[src/rtl/gcp_pkg.sv]
/*
 * shared constants, field layouts and types of the gate controller programming menu.
 * assumes a single 100 mhz clock; all time constants derive from it.
 */
package gcp_pkg;

   // ****************************************
   // timing
   // ****************************************
   localparam int unsigned CLK_HZ = 100_000_000;
   localparam int unsigned MS_PER_S = 1000;
   localparam int unsigned CYC_PER_MS = CLK_HZ / MS_PER_S;
   localparam int unsigned SEC_PER_MIN = 60;
   localparam int unsigned ENTRY_HOLD_S = 1;
   localparam int unsigned ENTRY_HOLD_MS = ENTRY_HOLD_S * MS_PER_S;
   localparam int unsigned EDIT_HOLD_S = 1;
   localparam int unsigned EDIT_HOLD_MS = EDIT_HOLD_S * MS_PER_S;
   localparam int unsigned IDLE_TIMEOUT_MIN = 3;
   localparam int unsigned IDLE_TIMEOUT_S = IDLE_TIMEOUT_MIN * SEC_PER_MIN;
   localparam int unsigned DEBOUNCE_MS = 20;
   localparam int unsigned BLINK_MS = 250;

   // ****************************************
   // functions and options
   // ****************************************
   localparam logic [1:0] FN_HAND = 2'h0;
   localparam logic [1:0] FN_DUAL = 2'h1;
   localparam logic [1:0] FN_ACL = 2'h2;
   localparam logic [1:0] FN_LAST = 2'h2;
   localparam logic [6:0] BIN_LAST = 7'h01;
   localparam logic [6:0] ACL_OFF = 7'h00;
   localparam logic [6:0] ACL_SEC_MAX = 7'h3b;
   localparam logic [6:0] ACL_LAST = 7'h44;

   typedef struct packed {
      logic up;
      logic down;
      logic enter;
   } gcp_btn_s;

   typedef struct packed {
      logic open_lim;
      logic close_lim;
      logic open_in;
      logic hold_loop;
   } gcp_gate_s;

   typedef struct packed {
      logic left_hand;
      logic dual;
      logic [6:0] acl;
   } gcp_cfg_s;

   localparam gcp_cfg_s CFG_RESET = '{left_hand: 1'b0, dual: 1'b0, acl: ACL_OFF};

   typedef enum logic [2:0] {
      ST_IDLE = 3'b000,
      ST_ENTER = 3'b001,
      ST_FUNC = 3'b010,
      ST_VIEW = 3'b011,
      ST_EDIT = 3'b100,
      ST_STORED = 3'b101,
      ST_RELEASE = 3'b110
   } gcp_state_e;

endpackage

[src/rtl/gcp_debounce.sv]
/*
 * button debouncer: two-flop synchroniser, then a level accepted only after
 * it stays stable for DB_MS millisecond ticks. press_r pulses when a high level is accepted.
 * assumes a one-cycle ms_tick enable on the same clock.
 */
`timescale 1ns/1ns
`default_nettype none
module gcp_debounce #(
   parameter int unsigned DB_MS = gcp_pkg::DEBOUNCE_MS
) (
   input wire logic clock, // system clock
   input wire logic reset, // sync reset, high
   input wire logic ms_tick, // millisecond enable
   input wire logic pin, // raw button, high = pressed
   output logic level_r, // debounced level
   output logic press_r // pulse on accepted press
);
   localparam int W = $clog2(DB_MS + 1);
   logic s1_r, s2_r;
   logic [W-1:0] cnt_r;
   wire differ = s2_r != level_r;
   wire settled = differ && ms_tick && cnt_r == W'(DB_MS - 1);

   always_ff @(posedge clock) begin
      if (reset) begin
         s1_r <= 1'b0;
         s2_r <= 1'b0;
         cnt_r <= '0;
         level_r <= 1'b0;
         press_r <= 1'b0;
      end else begin
         s1_r <= pin;
         s2_r <= s1_r;
         cnt_r <= (!differ || settled) ? '0 : cnt_r + W'(ms_tick);
         level_r <= settled ? s2_r : level_r;
         press_r <= settled && s2_r;
      end
   end
endmodule // gcp_debounce
`default_nettype wire

[src/rtl/gcp_menu.sv]
/*
 * front-panel programming menu of the slide gate controller, with the gate
 * behaviours its options steer (handedness, dual gate, auto close, hold loop,
 * auxiliary relay). assumes raw button and gate pins, and run requests from
 * the motor logic on the same clock; stored options start at factory defaults.
 */
`timescale 1ns/1ns
`default_nettype none
module gcp_menu #(
   parameter int unsigned CYC_PER_MS = gcp_pkg::CYC_PER_MS
) (
   input wire logic clock, // system clock, 100 mhz
   input wire logic reset, // sync reset, high
   input wire gcp_pkg::gcp_btn_s btn_pin, // raw buttons, high = pressed
   input wire gcp_pkg::gcp_gate_s gate_pin, // raw gate inputs
   input wire logic run_open_req, // motor logic wants open travel
   input wire logic run_close_req, // motor logic wants close travel
   output logic prog_led_r, // programming indicator
   output logic [6:0] disp_code_r, // function number or option code
   output logic disp_opt_r, // decimal points: option shown
   output logic disp_flash_r, // edit state, display flashing
   output logic disp_on_r, // display lit this instant
   output logic nv_wr_r, // pulse: write option to memory
   output logic [1:0] nv_func_r, // function being written
   output logic [6:0] nv_data_r, // option being written
   output gcp_pkg::gcp_cfg_s cfg_r, // stored options
   output logic motor_a_r, // drive toward side a
   output logic motor_b_r, // drive toward side b
   output logic aux_relay_r, // auxiliary relay coil
   output logic link_en_r, // inter_controller_link enabled
   output logic mid_stop_en_r, // mid-travel stop allowed
   output logic hold_open_r, // gate held open by loop
   output logic auto_close_r // pulse: start close run
);
   // ****************************************
   // helpers
   // ****************************************
   function automatic logic [6:0] opt_last(input logic [1:0] fn);
      return (fn == gcp_pkg::FN_ACL) ? gcp_pkg::ACL_LAST : gcp_pkg::BIN_LAST;
   endfunction

   function automatic logic [9:0] acl_secs(input logic [6:0] c);
      if (c <= gcp_pkg::ACL_SEC_MAX) return {3'h0, c};
      return 10'((c - gcp_pkg::ACL_SEC_MAX) * gcp_pkg::SEC_PER_MIN);
   endfunction

   // ****************************************
   // ticks, buttons, pin synchronisers
   // ****************************************
   logic ms_tick;
   logic up_lv, dn_lv, en_lv, up_p, dn_p, en_p;
   logic [3:0] gate_s1_r, gate_s2_r;
   gcp_pkg::gcp_gate_s gate;

   gcp_tick #(.DIV(CYC_PER_MS)) u_tick (
      .clock(clock),
      .reset(reset),
      .tick_r(ms_tick)
   );
   gcp_debounce u_db_up (
      .clock(clock), .reset(reset), .ms_tick(ms_tick),
      .pin(btn_pin.up), .level_r(up_lv), .press_r(up_p)
   );
   gcp_debounce u_db_dn (
      .clock(clock), .reset(reset), .ms_tick(ms_tick),
      .pin(btn_pin.down), .level_r(dn_lv), .press_r(dn_p)
   );
   gcp_debounce u_db_en (
      .clock(clock), .reset(reset), .ms_tick(ms_tick),
      .pin(btn_pin.enter), .level_r(en_lv), .press_r(en_p)
   );

   always_ff @(posedge clock) begin
      if (reset) begin
         gate_s1_r <= 4'h0;
         gate_s2_r <= 4'h0;
      end else begin
         gate_s1_r <= gate_pin;
         gate_s2_r <= gate_s1_r;
      end
   end
   assign gate = gate_s2_r;

   // ****************************************
   // menu timers
   // ****************************************
   gcp_pkg::gcp_state_e st_r, st_nxt;
   logic [10:0] hold_ms_r;
   logic [9:0] ms_in_s_r;
   logic [7:0] idle_s_r, blink_r;
   logic sec_tick_r, blink_ph_r;

   wire both = up_lv && dn_lv;
   wire any_press = up_p || dn_p || en_p;
   wire any_lv = up_lv || dn_lv || en_lv;
   wire prog = st_r inside {gcp_pkg::ST_ENTER, gcp_pkg::ST_FUNC, gcp_pkg::ST_VIEW,
                            gcp_pkg::ST_EDIT, gcp_pkg::ST_STORED};
   wire hold_cond = (st_r == gcp_pkg::ST_IDLE) ? both : (st_r == gcp_pkg::ST_VIEW && en_lv);
   wire [10:0] hold_lim = (st_r == gcp_pkg::ST_IDLE) ? 11'(gcp_pkg::ENTRY_HOLD_MS)
                                                     : 11'(gcp_pkg::EDIT_HOLD_MS);
   wire hold_hit = hold_cond && hold_ms_r == hold_lim;
   wire tmo = sec_tick_r && idle_s_r == 8'(gcp_pkg::IDLE_TIMEOUT_S - 1) && !any_press;
   wire s_wrap = ms_tick && ms_in_s_r == 10'(gcp_pkg::MS_PER_S - 1);
   wire b_wrap = ms_tick && blink_r == 8'(gcp_pkg::BLINK_MS - 1);

   always_ff @(posedge clock) begin
      if (reset) begin
         hold_ms_r <= 11'h000;
         ms_in_s_r <= 10'h000;
         sec_tick_r <= 1'b0;
         idle_s_r <= 8'h00;
         blink_r <= 8'h00;
         blink_ph_r <= 1'b1;
      end else begin
         hold_ms_r <= (!hold_cond || st_nxt != st_r) ? 11'h000
                    : hold_ms_r + 11'(ms_tick && !hold_hit);
         ms_in_s_r <= s_wrap ? 10'h000 : ms_in_s_r + 10'(ms_tick);
         sec_tick_r <= s_wrap;
         idle_s_r <= (!prog || any_press) ? 8'h00 : idle_s_r + 8'(sec_tick_r);
         blink_r <= b_wrap ? 8'h00 : blink_r + 8'(ms_tick);
         blink_ph_r <= (st_r != gcp_pkg::ST_EDIT) ? 1'b1 : blink_ph_r ^ b_wrap;
      end
   end

   // ****************************************
   // menu state machine
   // ****************************************
   always_comb begin
      st_nxt = st_r;
      if (prog && st_r != gcp_pkg::ST_ENTER && both) begin
         st_nxt = gcp_pkg::ST_RELEASE;
      end else if (prog && tmo) begin
         st_nxt = gcp_pkg::ST_IDLE;
      end else begin
         unique case (st_r)
            gcp_pkg::ST_IDLE: begin
               if (hold_hit) st_nxt = gcp_pkg::ST_ENTER;
            end
            gcp_pkg::ST_ENTER: begin
               if (!any_lv) st_nxt = gcp_pkg::ST_FUNC;
            end
            gcp_pkg::ST_FUNC: begin
               if (en_p) st_nxt = gcp_pkg::ST_VIEW;
            end
            gcp_pkg::ST_VIEW: begin
               if (up_p || dn_p) st_nxt = gcp_pkg::ST_FUNC;
               else if (hold_hit) st_nxt = gcp_pkg::ST_EDIT;
            end
            gcp_pkg::ST_EDIT: begin
               if (en_p) st_nxt = gcp_pkg::ST_STORED;
            end
            gcp_pkg::ST_STORED: begin
               if (any_press) st_nxt = gcp_pkg::ST_FUNC;
            end
            gcp_pkg::ST_RELEASE: begin
               if (!up_lv && !dn_lv) st_nxt = gcp_pkg::ST_IDLE;
            end
            default: st_nxt = gcp_pkg::ST_IDLE;
         endcase
      end
   end

   // ****************************************
   // function, option and storage
   // ****************************************
   logic [1:0] fn_r;
   logic [6:0] opt_r;
   wire steady = !both && !tmo;
   wire in_func = st_r == gcp_pkg::ST_FUNC && steady;
   wire in_edit = st_r == gcp_pkg::ST_EDIT && steady;
   wire store = in_edit && en_p;
   wire [1:0] fn_up = (fn_r == gcp_pkg::FN_LAST) ? 2'h0 : fn_r + 2'h1;
   wire [1:0] fn_dn = (fn_r == 2'h0) ? gcp_pkg::FN_LAST : fn_r - 2'h1;
   wire [6:0] opt_up = (opt_r == opt_last(fn_r)) ? 7'h00 : opt_r + 7'h01;
   wire [6:0] opt_dn = (opt_r == 7'h00) ? opt_last(fn_r) : opt_r - 7'h01;
   wire [6:0] cur_opt = (fn_r == gcp_pkg::FN_HAND) ? {6'h00, cfg_r.left_hand}
                      : (fn_r == gcp_pkg::FN_DUAL) ? {6'h00, cfg_r.dual} : cfg_r.acl;
   wire [1:0] fn_nxt = (st_r == gcp_pkg::ST_ENTER) ? gcp_pkg::FN_HAND
                     : (in_func && up_p) ? fn_up
                     : (in_func && dn_p) ? fn_dn : fn_r;
   wire [6:0] opt_nxt = (in_func && en_p) ? cur_opt
                      : (in_edit && up_p) ? opt_up
                      : (in_edit && dn_p) ? opt_dn : opt_r;
   wire prog_nxt = st_nxt inside {gcp_pkg::ST_ENTER, gcp_pkg::ST_FUNC, gcp_pkg::ST_VIEW,
                                  gcp_pkg::ST_EDIT, gcp_pkg::ST_STORED};
   wire show_opt = st_nxt inside {gcp_pkg::ST_VIEW, gcp_pkg::ST_EDIT, gcp_pkg::ST_STORED};
   wire [6:0] code_nxt = show_opt ? opt_nxt : prog_nxt ? 7'(fn_nxt) + 7'h01 : 7'h00;

   always_ff @(posedge clock) begin
      if (reset) begin
         st_r <= gcp_pkg::ST_IDLE;
         fn_r <= gcp_pkg::FN_HAND;
         opt_r <= 7'h00;
         cfg_r <= gcp_pkg::CFG_RESET;
         nv_wr_r <= 1'b0;
         nv_func_r <= 2'h0;
         nv_data_r <= 7'h00;
         prog_led_r <= 1'b0;
         disp_code_r <= 7'h00;
         disp_opt_r <= 1'b0;
         disp_flash_r <= 1'b0;
         disp_on_r <= 1'b0;
      end else begin
         st_r <= st_nxt;
         fn_r <= fn_nxt;
         opt_r <= opt_nxt;
         if (store && fn_r == gcp_pkg::FN_HAND) cfg_r.left_hand <= opt_r[0];
         if (store && fn_r == gcp_pkg::FN_DUAL) cfg_r.dual <= opt_r[0];
         if (store && fn_r == gcp_pkg::FN_ACL) cfg_r.acl <= opt_r;
         nv_wr_r <= store;
         nv_func_r <= store ? fn_r : nv_func_r;
         nv_data_r <= store ? opt_r : nv_data_r;
         prog_led_r <= prog_nxt;
         disp_code_r <= code_nxt;
         disp_opt_r <= show_opt;
         disp_flash_r <= st_nxt == gcp_pkg::ST_EDIT;
         disp_on_r <= prog_nxt && (st_nxt != gcp_pkg::ST_EDIT || blink_ph_r);
      end
   end

   // ****************************************
   // gate behaviour steered by the options
   // ****************************************
   logic [9:0] acl_cnt_r;
   logic acl_done_r;
   wire want_open = (run_open_req || gate.hold_loop) && !gate.open_lim;
   wire want_close = run_close_req && !gate.hold_loop && !want_open
                     && !gate.close_lim;
   wire acl_rst = !gate.open_lim || gate.hold_loop || cfg_r.acl == gcp_pkg::ACL_OFF;
   wire acl_fire = !acl_done_r && sec_tick_r && acl_cnt_r + 10'h001 == acl_secs(cfg_r.acl);

   always_ff @(posedge clock) begin
      if (reset) begin
         motor_a_r <= 1'b0;
         motor_b_r <= 1'b0;
         aux_relay_r <= 1'b0;
         link_en_r <= 1'b0;
         mid_stop_en_r <= 1'b1;
         hold_open_r <= 1'b0;
         acl_cnt_r <= 10'h000;
         acl_done_r <= 1'b0;
         auto_close_r <= 1'b0;
      end else begin
         motor_a_r <= cfg_r.left_hand ? want_close : want_open;
         motor_b_r <= cfg_r.left_hand ? want_open : want_close;
         aux_relay_r <= want_open || want_close;
         link_en_r <= cfg_r.dual;
         mid_stop_en_r <= !cfg_r.dual && !gate.open_in;
         hold_open_r <= gate.hold_loop;
         if (acl_rst) begin
            acl_cnt_r <= 10'h000;
            acl_done_r <= 1'b0;
         end else if (!gate.open_in && !acl_done_r) begin
            acl_cnt_r <= acl_cnt_r + 10'(sec_tick_r);
            acl_done_r <= acl_fire;
         end
         auto_close_r <= !acl_rst && !gate.open_in && acl_fire;
      end
   end
endmodule // gcp_menu
`default_nettype wire

[src/rtl/gcp_tick.sv]
/*
 * free running divider: one-cycle enable pulse every DIV clock cycles.
 * assumes the system clock and synchronous reset.
 */
`timescale 1ns/1ns
`default_nettype none
module gcp_tick #(
   parameter int unsigned DIV = gcp_pkg::CYC_PER_MS
) (
   input wire logic clock, // system clock
   input wire logic reset, // sync reset, high
   output logic tick_r // one-cycle pulse
);
   localparam int W = $clog2(DIV);
   localparam logic [W-1:0] LAST = W'(DIV - 1);
   logic [W-1:0] cnt_r;
   wire wrap = cnt_r == LAST;

   always_ff @(posedge clock) begin
      if (reset) begin
         cnt_r <= '0;
         tick_r <= 1'b0;
      end else begin
         cnt_r <= wrap ? '0 : cnt_r + 1'b1;
         tick_r <= wrap;
      end
   end
endmodule // gcp_tick
`default_nettype wire

[config.mk]
export PLATFORM = sky130hd
export DESIGN_NAME = gcp_menu
export DESIGN_NICKNAME = d
export VERILOG_FILES = /design/src/rtl/gcp_pkg.sv /design/src/rtl/gcp_debounce.sv /design/src/rtl/gcp_menu.sv /design/src/rtl/gcp_tick.sv
export SDC_FILE = /design/constraint.sdc
export NUM_CORES = 1
export LEC_CHECK = 0
export BUFFER_PORTS_ARGS = -buffer_cell sky130_fd_sc_hd__buf_2
export CAP_MARGIN = 20
export CELL_PAD_IN_SITES_DETAIL_PLACEMENT = 1
export CELL_PAD_IN_SITES_GLOBAL_PLACEMENT = 1
export CORE_ASPECT_RATIO = 0.75
export CORE_MARGIN = 3
export CORE_UTILIZATION = 40
export CTS_BUF_LIST = sky130_fd_sc_hd__clkbuf_2 sky130_fd_sc_hd__clkbuf_4 sky130_fd_sc_hd__clkbuf_8
export DETAILED_ROUTE_END_ITERATION = 12
export PLACE_DENSITY_LB_ADDON = 0.1
export SLEW_MARGIN = 20
export SYNTH_ARGS = -nofsm -noshare
export SYNTH_HDL_FRONTEND = slang
export SYNTH_SLANG_ARGS = --single-unit
export TNS_END_PERCENT = 10
[constraint.sdc]
create_clock -name clock -period 5.37 [get_ports clock]
set_input_delay 0.2685 -clock clock [delete_from_list [all_inputs] [get_ports clock]]
set_output_delay 0.2685 -clock clock [all_outputs]
set_load 0.01 [all_outputs]
## Word-level counts from Yosys, hierarchy flattened

Index checks and enable logic that the tools add are counted.

| cells by class | value |
|---|---|
| muxes and demuxes | 32 |
| $mul | 1 |
| reduce and logical (&&, ||, !) cells | 94 |
| equal/unequal tests | 30 |
| $lt $le $gt $ge | 1 |
| bitwise operators | 1 |
| $add $sub $neg | 16 |

Operators by type and width:

| kind | count |
|---|---|
| $mux 7 | 9 |
| $logic_and 1x1->1 | 44 |
| $mux 3 | 11 |
| $mul 32x4->8 const B | 1 |
| $pmux 3 s7 | 1 |
| $add 10x1->10 | 2 |
| $mux 10 | 2 |
| $reduce_or 2->1 | 10 |
| $logic_not 1->1 | 19 |
| $add 17x1->17 const B | 1 |
| $eq 17x17->1 const B | 1 |
| $add 8x1->8 | 2 |
| $eq 8x8->1 const B | 2 |
| $add 5x1->5 | 3 |
| $eq 3x3->1 const B | 5 |
| $eq 5x5->1 const B | 3 |
| $logic_not 7->1 | 2 |
| $logic_or 1x1->1 | 14 |
| $eq 3x2->1 const B | 4 |
| $add 11x1->11 | 1 |
| $eq 11x10->1 const B | 1 |
| $add 10x1->10 const B | 1 |
| $eq 10x10->1 | 1 |
| $eq 10x10->1 const B | 1 |
| other kinds (22) | 34 |

| storage, ports and cells | value |
|---|---|
| input bits | 11 |
| register bits after elaboration | 152 |
| logic and storage cells | 223 |

## Depth between registers and ports, before layout

Gate-level depths: netlist (run 1).

| logic depth | value |
|---|---|
| word-level depth | 14 |
| mapped depth | 17 |
| gate-level depth less buffers | 16 |

## By module

Synthesis (run 1) repeated with hierarchy kept, for this count alone.

| second synthesis, totals | value |
|---|---|
| cell total of the unflattened synthesis | 866 |
| area, all modules | 7,611.0 um^2 |

Modules (own cells, without submodules):

| module | area an instance (um^2) | sequential area each (um^2) | cells an instance | instances |
|---|---|---|---|---|
| gcp_menu | 5,736.8 | 2,142.1 | 679 | 1 |
| gcp_debounce | 359.1 | 180.2 | 33 | 3 |
| gcp_tick | 797.0 | 360.3 | 88 | 1 |

## Least setup slack after synthesis (run 1)

OpenSTA, ideal clock, no wires.

| path | value |
|---|---|
| kind | register -> register |
| start | register cfg_r[0] in the netlist's numbering |
| end | register acl_done_r |
| data arrival time | 4.228 ns |
| setup slack | 1.082 ns |
| period minus slack after synthesis | 4.288 ns |
| required time | 5.310 ns |
| cell stages (with the launch flop) | 18 |
| library setup time | 0.060 ns |
| cell sequence | dfxtp_1 -> buf_2 -> inv_1 -> ha_1 -> xnor2_1 -> ha_1 -> inv_1 -> fa_1 -> inv_1 -> ha_1 -> a211oi_2 -> o21bai_1 -> a21oi_1 -> xnor3_1 -> xnor2_1 -> or3_1 -> a2111oi_2 -> a41o_1 |

| on the way | value |
|---|---|
| word-level cells in the longest chain between the ends | 5 |
| elaborated cells between the ends (all ways) | 11 |

Ends and longest elaborated chain:

| what | line | source |
|---|---|---|
| start: declaration | gcp_menu.sv:26 | `output gcp_pkg::gcp_cfg_s cfg_r,` |
| start signal: assignment | gcp_menu.sv:194 | `cfg_r <= gcp_pkg::CFG_RESET;` |
| $sub 7x6->8 / $le 7x6->1 (equally long branches) | gcp_menu.sv:44, gcp_menu.sv:43 |  |
| $mul 32x4->8 / $mux 1 (equally long branches) | gcp_menu.sv:44, gcp_menu.sv:43 |  |
| $mux 10 | gcp_menu.sv:44 | `return 10'((c - gcp_pkg::ACL_SEC_MAX) * gcp_pkg::SEC_PER_MIN);` |
| $eq 10x10->1 | gcp_menu.sv:230 | `wire acl_fire = !acl_done_r && sec_tick_r && acl_cnt_r + 10'h001 == acl_secs(cfg_r.acl);` |
| $logic_and 1x1->1 | gcp_menu.sv:230 |  |
| end signal: assignment | gcp_menu.sv:255 | `acl_done_r <= acl_fire;` |
| end: declaration | gcp_menu.sv:225 | `logic acl_done_r;` |

Parallel ways exist; a longest one is shown, timed or not. The select of a mux whose other input is x is not followed.
A chain may end at the register's enable or synchronous reset.

## Final worst setup path (run 1)

Ends and elaborated chain as after synthesis.

==> results.json, run 1 <==
{
  "finalSetupTns_ns": 0,
  "clk_pin_slew_worst_paths_ns": 0.09,
  "max_slew_margin_pct": 34.41,
  "cp_slowest_stage_delay_ns": 0.59,
  "cts_resized": 0,
  "vdd_drop_max_v": 0.0001048,
  "final_max_slew_viol_count": 0,
  "mappedNetlistArea_mm2": 0.007682,
  "top_cells_by_area_in_the_synthesized_netlist": "dfxtp_1 40%, nor2_1 6.4%, ha_1 5.9%, xor2_1 5.5%, xnor2_1 4.8%",
  "timing.setup.critical_path_class": "reg -> reg",
  "max_freq_mhz": 214.1,
  "worstRegToRegCells": 16,
  "ctsRootBufferMaster": "clkbuf_8",
  "tightestPinTransition_ns": 0.9710,
  "number_of_ports_placed_on_the_die_boundary": 48,
  "grt_setup_unrepaired": "false",
  "report.final.hold_viol_count": 0,
  "final_critical_path_setup_slack_ns": 0.6994,
  "grt-ovfl-total": 0,
  "rows": 43,
  "worst_r2r_endpoint": "acl_done_r$_SDFFE_PP0P_",
  "final.setup_skew_ns": 0.01233,
  "period_share_pct": 86.98,
  "timing.critical_path.to_type": "flop",
  "critical-path-top-delay-family": "adder cells",
  "max-clock-path-buffers": 2,
  "netlist_instances": 901,
  "postRouteAntennaNets": 0,
  "startpoint_of_the_worst_slack_reg_to_reg_timing_path": "cfg_r[0]$_SDFFE_PP0P_",
  "initial_core_utilization_pct": 41.15,
  "wire_length_of_the_first_global_routing_pass_mm": 32.66,
  "critPathBufInv": 3,
  "timing.critical_path.arrival_ns": 5.07,
  "antenna_found_initial": 0,
  "synth-seq-area-share_pct": 39.61,
  "die_y_um": 126.0,
  "place.gp.congestion": 0.8129,
  "post_synth.cell_area_avg_um2": 8.526,
  "clk-insertion-delay-late_ns": 0.45,
  "whs_endpoint": "gate_s1_r[3]$_SDFF_PP0_",
  "antennaDiodeCount": 0,
  "synth.net_count": 954,
  "worstHoldPathCells": 2,
  "first_global_vias": 6497,
  "timing.reg2reg.setup_slack_ns": 0.70,
  "p_leak_nw": 3.194,
  "synth-seq-cells": 152,
  "place_ws_ns": 0.7090,
  "fin_nets": 981,
  "die_outline_area_mm2": 0.02092,
  "tritoncts_clock_tree": "built",
  "viasPerCell": 5.302,
  "numPlacedInstances": 1155,
  "total_wire_length_after_detailed_routing_mm": 19.08,
  "startpoint_type": "flop",
  "post-synth-top-area-fraction_pct": 39.61,
  "cts_sinks": 152,
  "grt_resource_usage_total_pct": 18.75,
  "drtPass1Iterations": 4,
  "post_drt_wl_per_cell_um": 16.06,
  "dr.first_iter.drc_count": 370,
  "yosys-top-cells-count": "152 x dfxtp_1, 132 x nor2_1, 77 x nand2_1",
  "design_power_total_mw": 1.974,
  "synth-async-reset-ratio_pct": 0,
  "synth_area_leader_cell": "dfxtp_1",
  "vias": 6299,
  "synth_most_common_cell": "dfxtp_1",
  "nFillCells": 2236,
  "worst_ep_required_time_ns": 5.77,
  "syn2layout_area_growth_pct": 9.625,
  "drive_above_1_share_pct": 11.48,
  "number_of_enable_type_register_cells_in_the_synthesized_netlist": 0,
  "hold_path_class": "in -> reg",
  "core_region_area_mm2": 0.01867,
  "netlist-cell-type-count": 77,
  "worstPathCellList": "inv_1 -> ha_1 -> xnor2_1 -> ha_1 -> inv_1 -> fa_1 -> inv_1 -> ha_1 -> a211oi_2 -> o21bai_1 -> a21oi_1 -> xnor3_1 -> xnor2_1 -> or3_1 -> a2111oi_2 -> a41o_1",
  "hold_path_startpoint": "gate_pin[3]",
  "critical-path-slowest-cell": "fa_1",
  "crit_fanout": 10,
  "drc": 0,
  "layoutNonFillerInstCount": 1188,
  "cts-htree-levels": 4,
  "yosysWarningCount": 0,
  "period_needed_ns": 4.671,
  "run_status": "completed",
  "grt_max_degree": 69,
  "place.detailed.hpwl_mm": 14.13,
  "primary_ff_master_synth": "dfxtp_1",
  "whs_ns": 0.03396,
  "maxCapViolCount": 0,
  "tritoncts.num_buffers": 17,
  "die_x_um": 166.0,
  "port_buffers": 47,
  "pwr_density_cell_mw_per_mm2": 234.4,
  "finalSetupViolCount": 0
}
report_power, final:
part           total (mW)  switching (mW)  internal, mW
registers            1.14         0.00501          1.13
logic              0.0363          0.0229        0.0134
clock network       0.798           0.470         0.328
total                1.97           0.498          1.48
kinds of logic (layout without fill, tap and decap cells):
logic type               count (synthesis)  after routing  share of synthesized area, %
flip-flops                             152            152                         39.61
AO/OA/AOI/OAI                          112            112                         9.675
AND/OR/NAND/NOR                        410            410                         26.74
buffers and inverters                   84            124                         4.430
adder cells (fa/ha/maj)                 42             42                         7.427
XOR/XNOR                                92             92                         10.91
multiplexers                             9              9                         1.205
stage by stage:
stage / utilization (%) / instance area (um2)
2_1_floorplan: - / 7682
4_1_cts: 45.11 / 8422
6_report: 45.11 / 8422
3_5_place_dp: 43.15 / 8055
5_1_grt: 45.11 / 8422
3_3_place_gp: 43.15 / 8055
sequential cells by signal (all words and copies together), names as in the netlist, 7 cells and up:
| name | count |
|---|---|
| ms_in_s_r | 10 |
| opt_r | 7 |
| idle_s_r | 8 |
| nv_data_r | 7 |
| disp_code_r | 7 |
| cfg_r | 9 |
| hold_ms_r | 11 |
| blink_r | 8 |
| acl_cnt_r | 10 |
| u_tick.cnt_r | 17 |
worst max-delay path by stage:
stage	from	endpoint	slack (ns)	cells past startpoint
floorplan	cfg_r[0]$_SDFFE_PP0P_	acl_done_r$_SDFFE_PP0P_	1.08	17
global placement	cfg_r[0]$_SDFFE_PP0P_	acl_done_r$_SDFFE_PP0P_	0.89	16
detailed placement	cfg_r[0]$_SDFFE_PP0P_	acl_done_r$_SDFFE_PP0P_	0.71	16
CTS	cfg_r[0]$_SDFFE_PP0P_	acl_done_r$_SDFFE_PP0P_	0.67	16
global route	cfg_r[0]$_SDFFE_PP0P_	acl_done_r$_SDFFE_PP0P_	0.37	16
finish	cfg_r[0]$_SDFFE_PP0P_	acl_done_r$_SDFFE_PP0P_	0.70	16
placed cells by master, fill, tap and decap left out, types with 9 or more instances in the layout:
cell type | netlist | layout
nor2_1 | 132 | 132
nor3_1 | 20 | 20
ha_1 | 36 | 36
clkbuf_8 | 0 | 17
a21oi_1 | 43 | 43
dfxtp_1 | 152 | 152
nand2b_1 | 11 | 11
inv_1 | 42 | 42
xnor2_1 | 42 | 42
buf_2 | 8 | 47
and3_1 | 24 | 24
and2_1 | 9 | 9
nand3_1 | 51 | 51
xor2_1 | 48 | 48
nand4_1 | 11 | 11
nor2b_1 | 23 | 23
o21ai_0 | 14 | 14
nand2_1 | 77 | 77
layout make-up:
cell class / count / area (um2) / share of cell area (%)
multi-input cells: 665 / 4299 / 51.05
flip-flops and latches: 152 / 3043 / 36.13
well taps: 247 / 309.0 / 3.670
repair buffers: 49 / 252.7 / 3.001
clock buffers: 17 / 234.0 / 2.778
inverters: 43 / 161.4 / 1.917
clock inverters: 15 / 122.6 / 1.456
layer usage:
metal,global-route usage (%),wire length [um],vias to the layer above
met1,25.59,9499,3097
met5,0,0,-
met3,3.828,611,11
met2,30.76,8793,79
li1,-,-,3112
met4,4.499,174,0
timing repair:
item,CTS,global route
buffers inserted,0,0
endpoints found under the hold margin,1,0
endpoints found under the setup margin,0,0
hold buffers,1,0
Note: power is estimated with default switching activity, not from simulation.
==> inputs of run 2 (changes only) <==
--- a/config.mk
+++ b/config.mk
@@ -5,6 +5,7 @@
 export SDC_FILE = /design/constraint.sdc
 export NUM_CORES = 1
 export LEC_CHECK = 0
+export ABC_AREA = 1
 export BUFFER_PORTS_ARGS = -buffer_cell sky130_fd_sc_hd__buf_2
 export CAP_MARGIN = 20
 export CELL_PAD_IN_SITES_DETAIL_PLACEMENT = 1
==> constraint.sdc (replaced) <==
create_clock -name clock -period 5.6 [get_ports clock]
set_input_delay 0.28 -clock clock [delete_from_list [all_inputs] [get_ports clock]]
set_output_delay 0.28 -clock clock [all_outputs]
set_load 0.01 [all_outputs]
==> results.json, run 2 <==
{
  "antenna_found_initial": 0,
  "number_of_enable_type_register_cells_in_the_synthesized_netlist": 0,
  "yosysWarningCount": 0,
  "antennaDiodeCount": 0,
  "port_buffers": 47,
  "finalSetupViolCount": 0,
  "finalSetupTns_ns": 0,
  "top_cells_by_area_in_the_synthesized_netlist": "dfxtp_1 38%, nand2_1 9.7%, nor2_1 7.0%, inv_1 7.0%, ha_1 5.6%",
  "vias": 6972,
  "postRouteAntennaNets": 0,
  "dr.first_iter.drc_count": 325,
  "critical-path-slowest-cell": "fa_1",
  "tightestPinTransition_ns": 0.6799,
  "yosys-top-cells-count": "206 x nand2_1, 152 x dfxtp_1, 150 x nor2_1",
  "final.setup_skew_ns": 0.01828,
  "worst_ep_required_time_ns": 5.99,
  "worstPathCellList": "inv_1 -> ha_1 -> fa_1 -> inv_1 -> fa_1 -> inv_1 -> ha_1 -> a21oi_1 -> nand2_1 -> nand2_1 -> nand3_1 -> a21oi_1 -> nor2b_1 -> nand4_1 -> nor2_1 -> nand2_1 -> nor2_1",
  "viasPerCell": 4.934,
  "mostFrequentLayoutCells": "206 x nand2_1, 152 x dfxtp_1, 150 x nor2_1",
  "syn2layout_area_growth_pct": 11.01,
  "fin_nets": 1200,
  "drtPass1Iterations": 5,
  "largest_reg_flops": 17,
  "clk_pin_slew_worst_paths_ns": 0.08,
  "place.detailed.hpwl_mm": 15.15,
  "crit_fanout": 8,
  "rows": 44,
  "layoutNonFillerInstCount": 1413,
  "whs_ns": 0.02853,
  "die_outline_area_mm2": 0.02172,
  "max_freq_mhz": 265.6,
  "post_synth.cell_area_avg_um2": 7.295,
  "report.final.hold_viol_count": 0,
  "ctsRootBufferMaster": "clkbuf_8",
  "timing.critical_path.arrival_ns": 4.16,
  "tritoncts_clock_tree": "built",
  "worstHoldPathCells": 3,
  "synth_area_leader_cell": "dfxtp_1",
  "final_critical_path_setup_slack_ns": 1.835,
  "post-synth-top-area-fraction_pct": 38.10,
  "cp_slowest_stage_delay_ns": 0.55,
  "timing.setup.critical_path_class": "reg -> reg",
  "largestRegisters": "u_tick.cnt_r x17, hold_ms_r x11",
  "period_share_pct": 67.22,
  "synth-async-reset-ratio_pct": 0,
  "clk-insertion-delay-late_ns": 0.46,
  "die_y_um": 128.4,
  "grt_max_degree": 32,
  "period_needed_ns": 3.765,
  "first_global_vias": 6994,
  "worstRegToRegCells": 17,
  "nFillCells": 2552,
  "tritoncts.num_buffers": 17,
  "grt_resource_usage_total_pct": 19.09,
  "hold_path_class": "in -> reg",
  "die_x_um": 169.2,
  "run_status": "completed",
  "wire_length_of_the_first_global_routing_pass_mm": 33.95,
  "synth-seq-cells": 152,
  "grt-ovfl-total": 0,
  "max-clock-path-buffers": 2,
  "synth_most_common_cell": "nand2_1",
  "number_of_ports_placed_on_the_die_boundary": 48,
  "final_max_slew_viol_count": 0,
  "cts_resized": 0,
  "timing.critical_path.to_type": "flop",
  "drc": 0,
  "pwr_density_cell_mw_per_mm2": 223.6,
  "synth-seq-area-share_pct": 38.10,
  "startpoint_type": "flop",
  "largest_register": "u_tick.cnt_r",
  "post_drt_wl_per_cell_um": 14.07,
  "initial_core_utilization_pct": 40.99,
  "design_power_total_mw": 1.983,
  "grt_setup_unrepaired": "false",
  "netlist-cell-type-count": 60,
  "place_ws_ns": 1.853,
  "vdd_drop_max_v": 0.0001045,
  "postCtsSetupRepairBufs": 0,
  "synth.net_count": 1148,
  "max_slew_margin_pct": 54.54,
  "maxCapViolCount": 0,
  "cts_hold_buffers": 0,
  "total_wire_length_after_detailed_routing_mm": 19.88,
  "netlist_instances": 1095,
  "cts_sinks": 152,
  "layout_commonest_cell": "nand2_1",
  "primary_ff_master_synth": "dfxtp_1",
  "core_region_area_mm2": 0.01949,
  "cts-htree-levels": 4,
  "mappedNetlistArea_mm2": 0.007988,
  "numPlacedInstances": 1381,
  "place.gp.congestion": 0.8072,
  "p_leak_nw": 3.847,
  "drive_above_1_share_pct": 13.02
}
[run 2: worst paths after layout]
path	to	startpoint	slack, ns
setup / recovery	auto_close_r$_SDFF_PP0_	cfg_r[0]$_SDFFE_PP0P_	1.84
hold / removal	u_db_dn.s1_r$_SDFF_PP0_	btn_pin[1]	0.03
setup reg to reg	auto_close_r$_SDFF_PP0_	cfg_r[0]$_SDFFE_PP0P_	1.84
hold reg to reg	gate[3]$_SDFF_PP0_	gate_s1_r[3]$_SDFF_PP0_	0.41
[run 2: worst max-delay path, delay by kind of cell (launching register included)]
kind,cells,cell delay [ns]
fa+ha+maj,4,1.79
buf+inv,3,0.24
compound gates,2,0.47
flops,1,0.50
simple gates,8,0.71
[run 2: metal layers]
layer	wire [um]	global-route usage, %	vias to the layer above
li1	-	-	3630
met1	10810	27.82	3276
met2	8512	29.69	53
met3	397	3.409	13
met4	162	4.183	0
met5	0	0	-
[run 2: area by class of cell]
class,count,area (um2),area share [%]
Tap cell,253,316.6,3.570
Timing Repair Buffer,49,250.2,2.822
Multi-Input combinational cell,763,4244,47.86
Clock buffer,20,269.0,3.034
Sequential cell,152,3043,34.32
Inverter,164,618.1,6.971
Clock inverter,12,126.4,1.425
[run 2: logic make-up (layout without fill, tap and decap cells)]
| group | Yosys count | in the layout | synth area share, % |
|---|---|---|---|
| buf+inv | 180 | 245 | 8.772 |
| fa+ha+maj | 42 | 42 | 7.143 |
| xor+xnor | 35 | 35 | 3.838 |
| flops | 152 | 152 | 38.10 |
| compound gates | 137 | 137 | 9.900 |
| simple gates | 549 | 549 | 32.25 |
[run 2: report_power, final]
group          internal, mW  switching, mW  leakage, nW
registers              1.09        0.00388         1.23
clock network         0.422          0.431        0.202
logic                0.0110         0.0262         2.42
[run 2: per-stage QoR]
stage / area [um2] / utilization [%]
after global placement: 8472 / 43.47
after detailed placement: 8472 / 43.47
after floorplan: 7988 / -
final: 8867 / 45.50
after CTS: 8867 / 45.50
after global routing: 8867 / 45.50
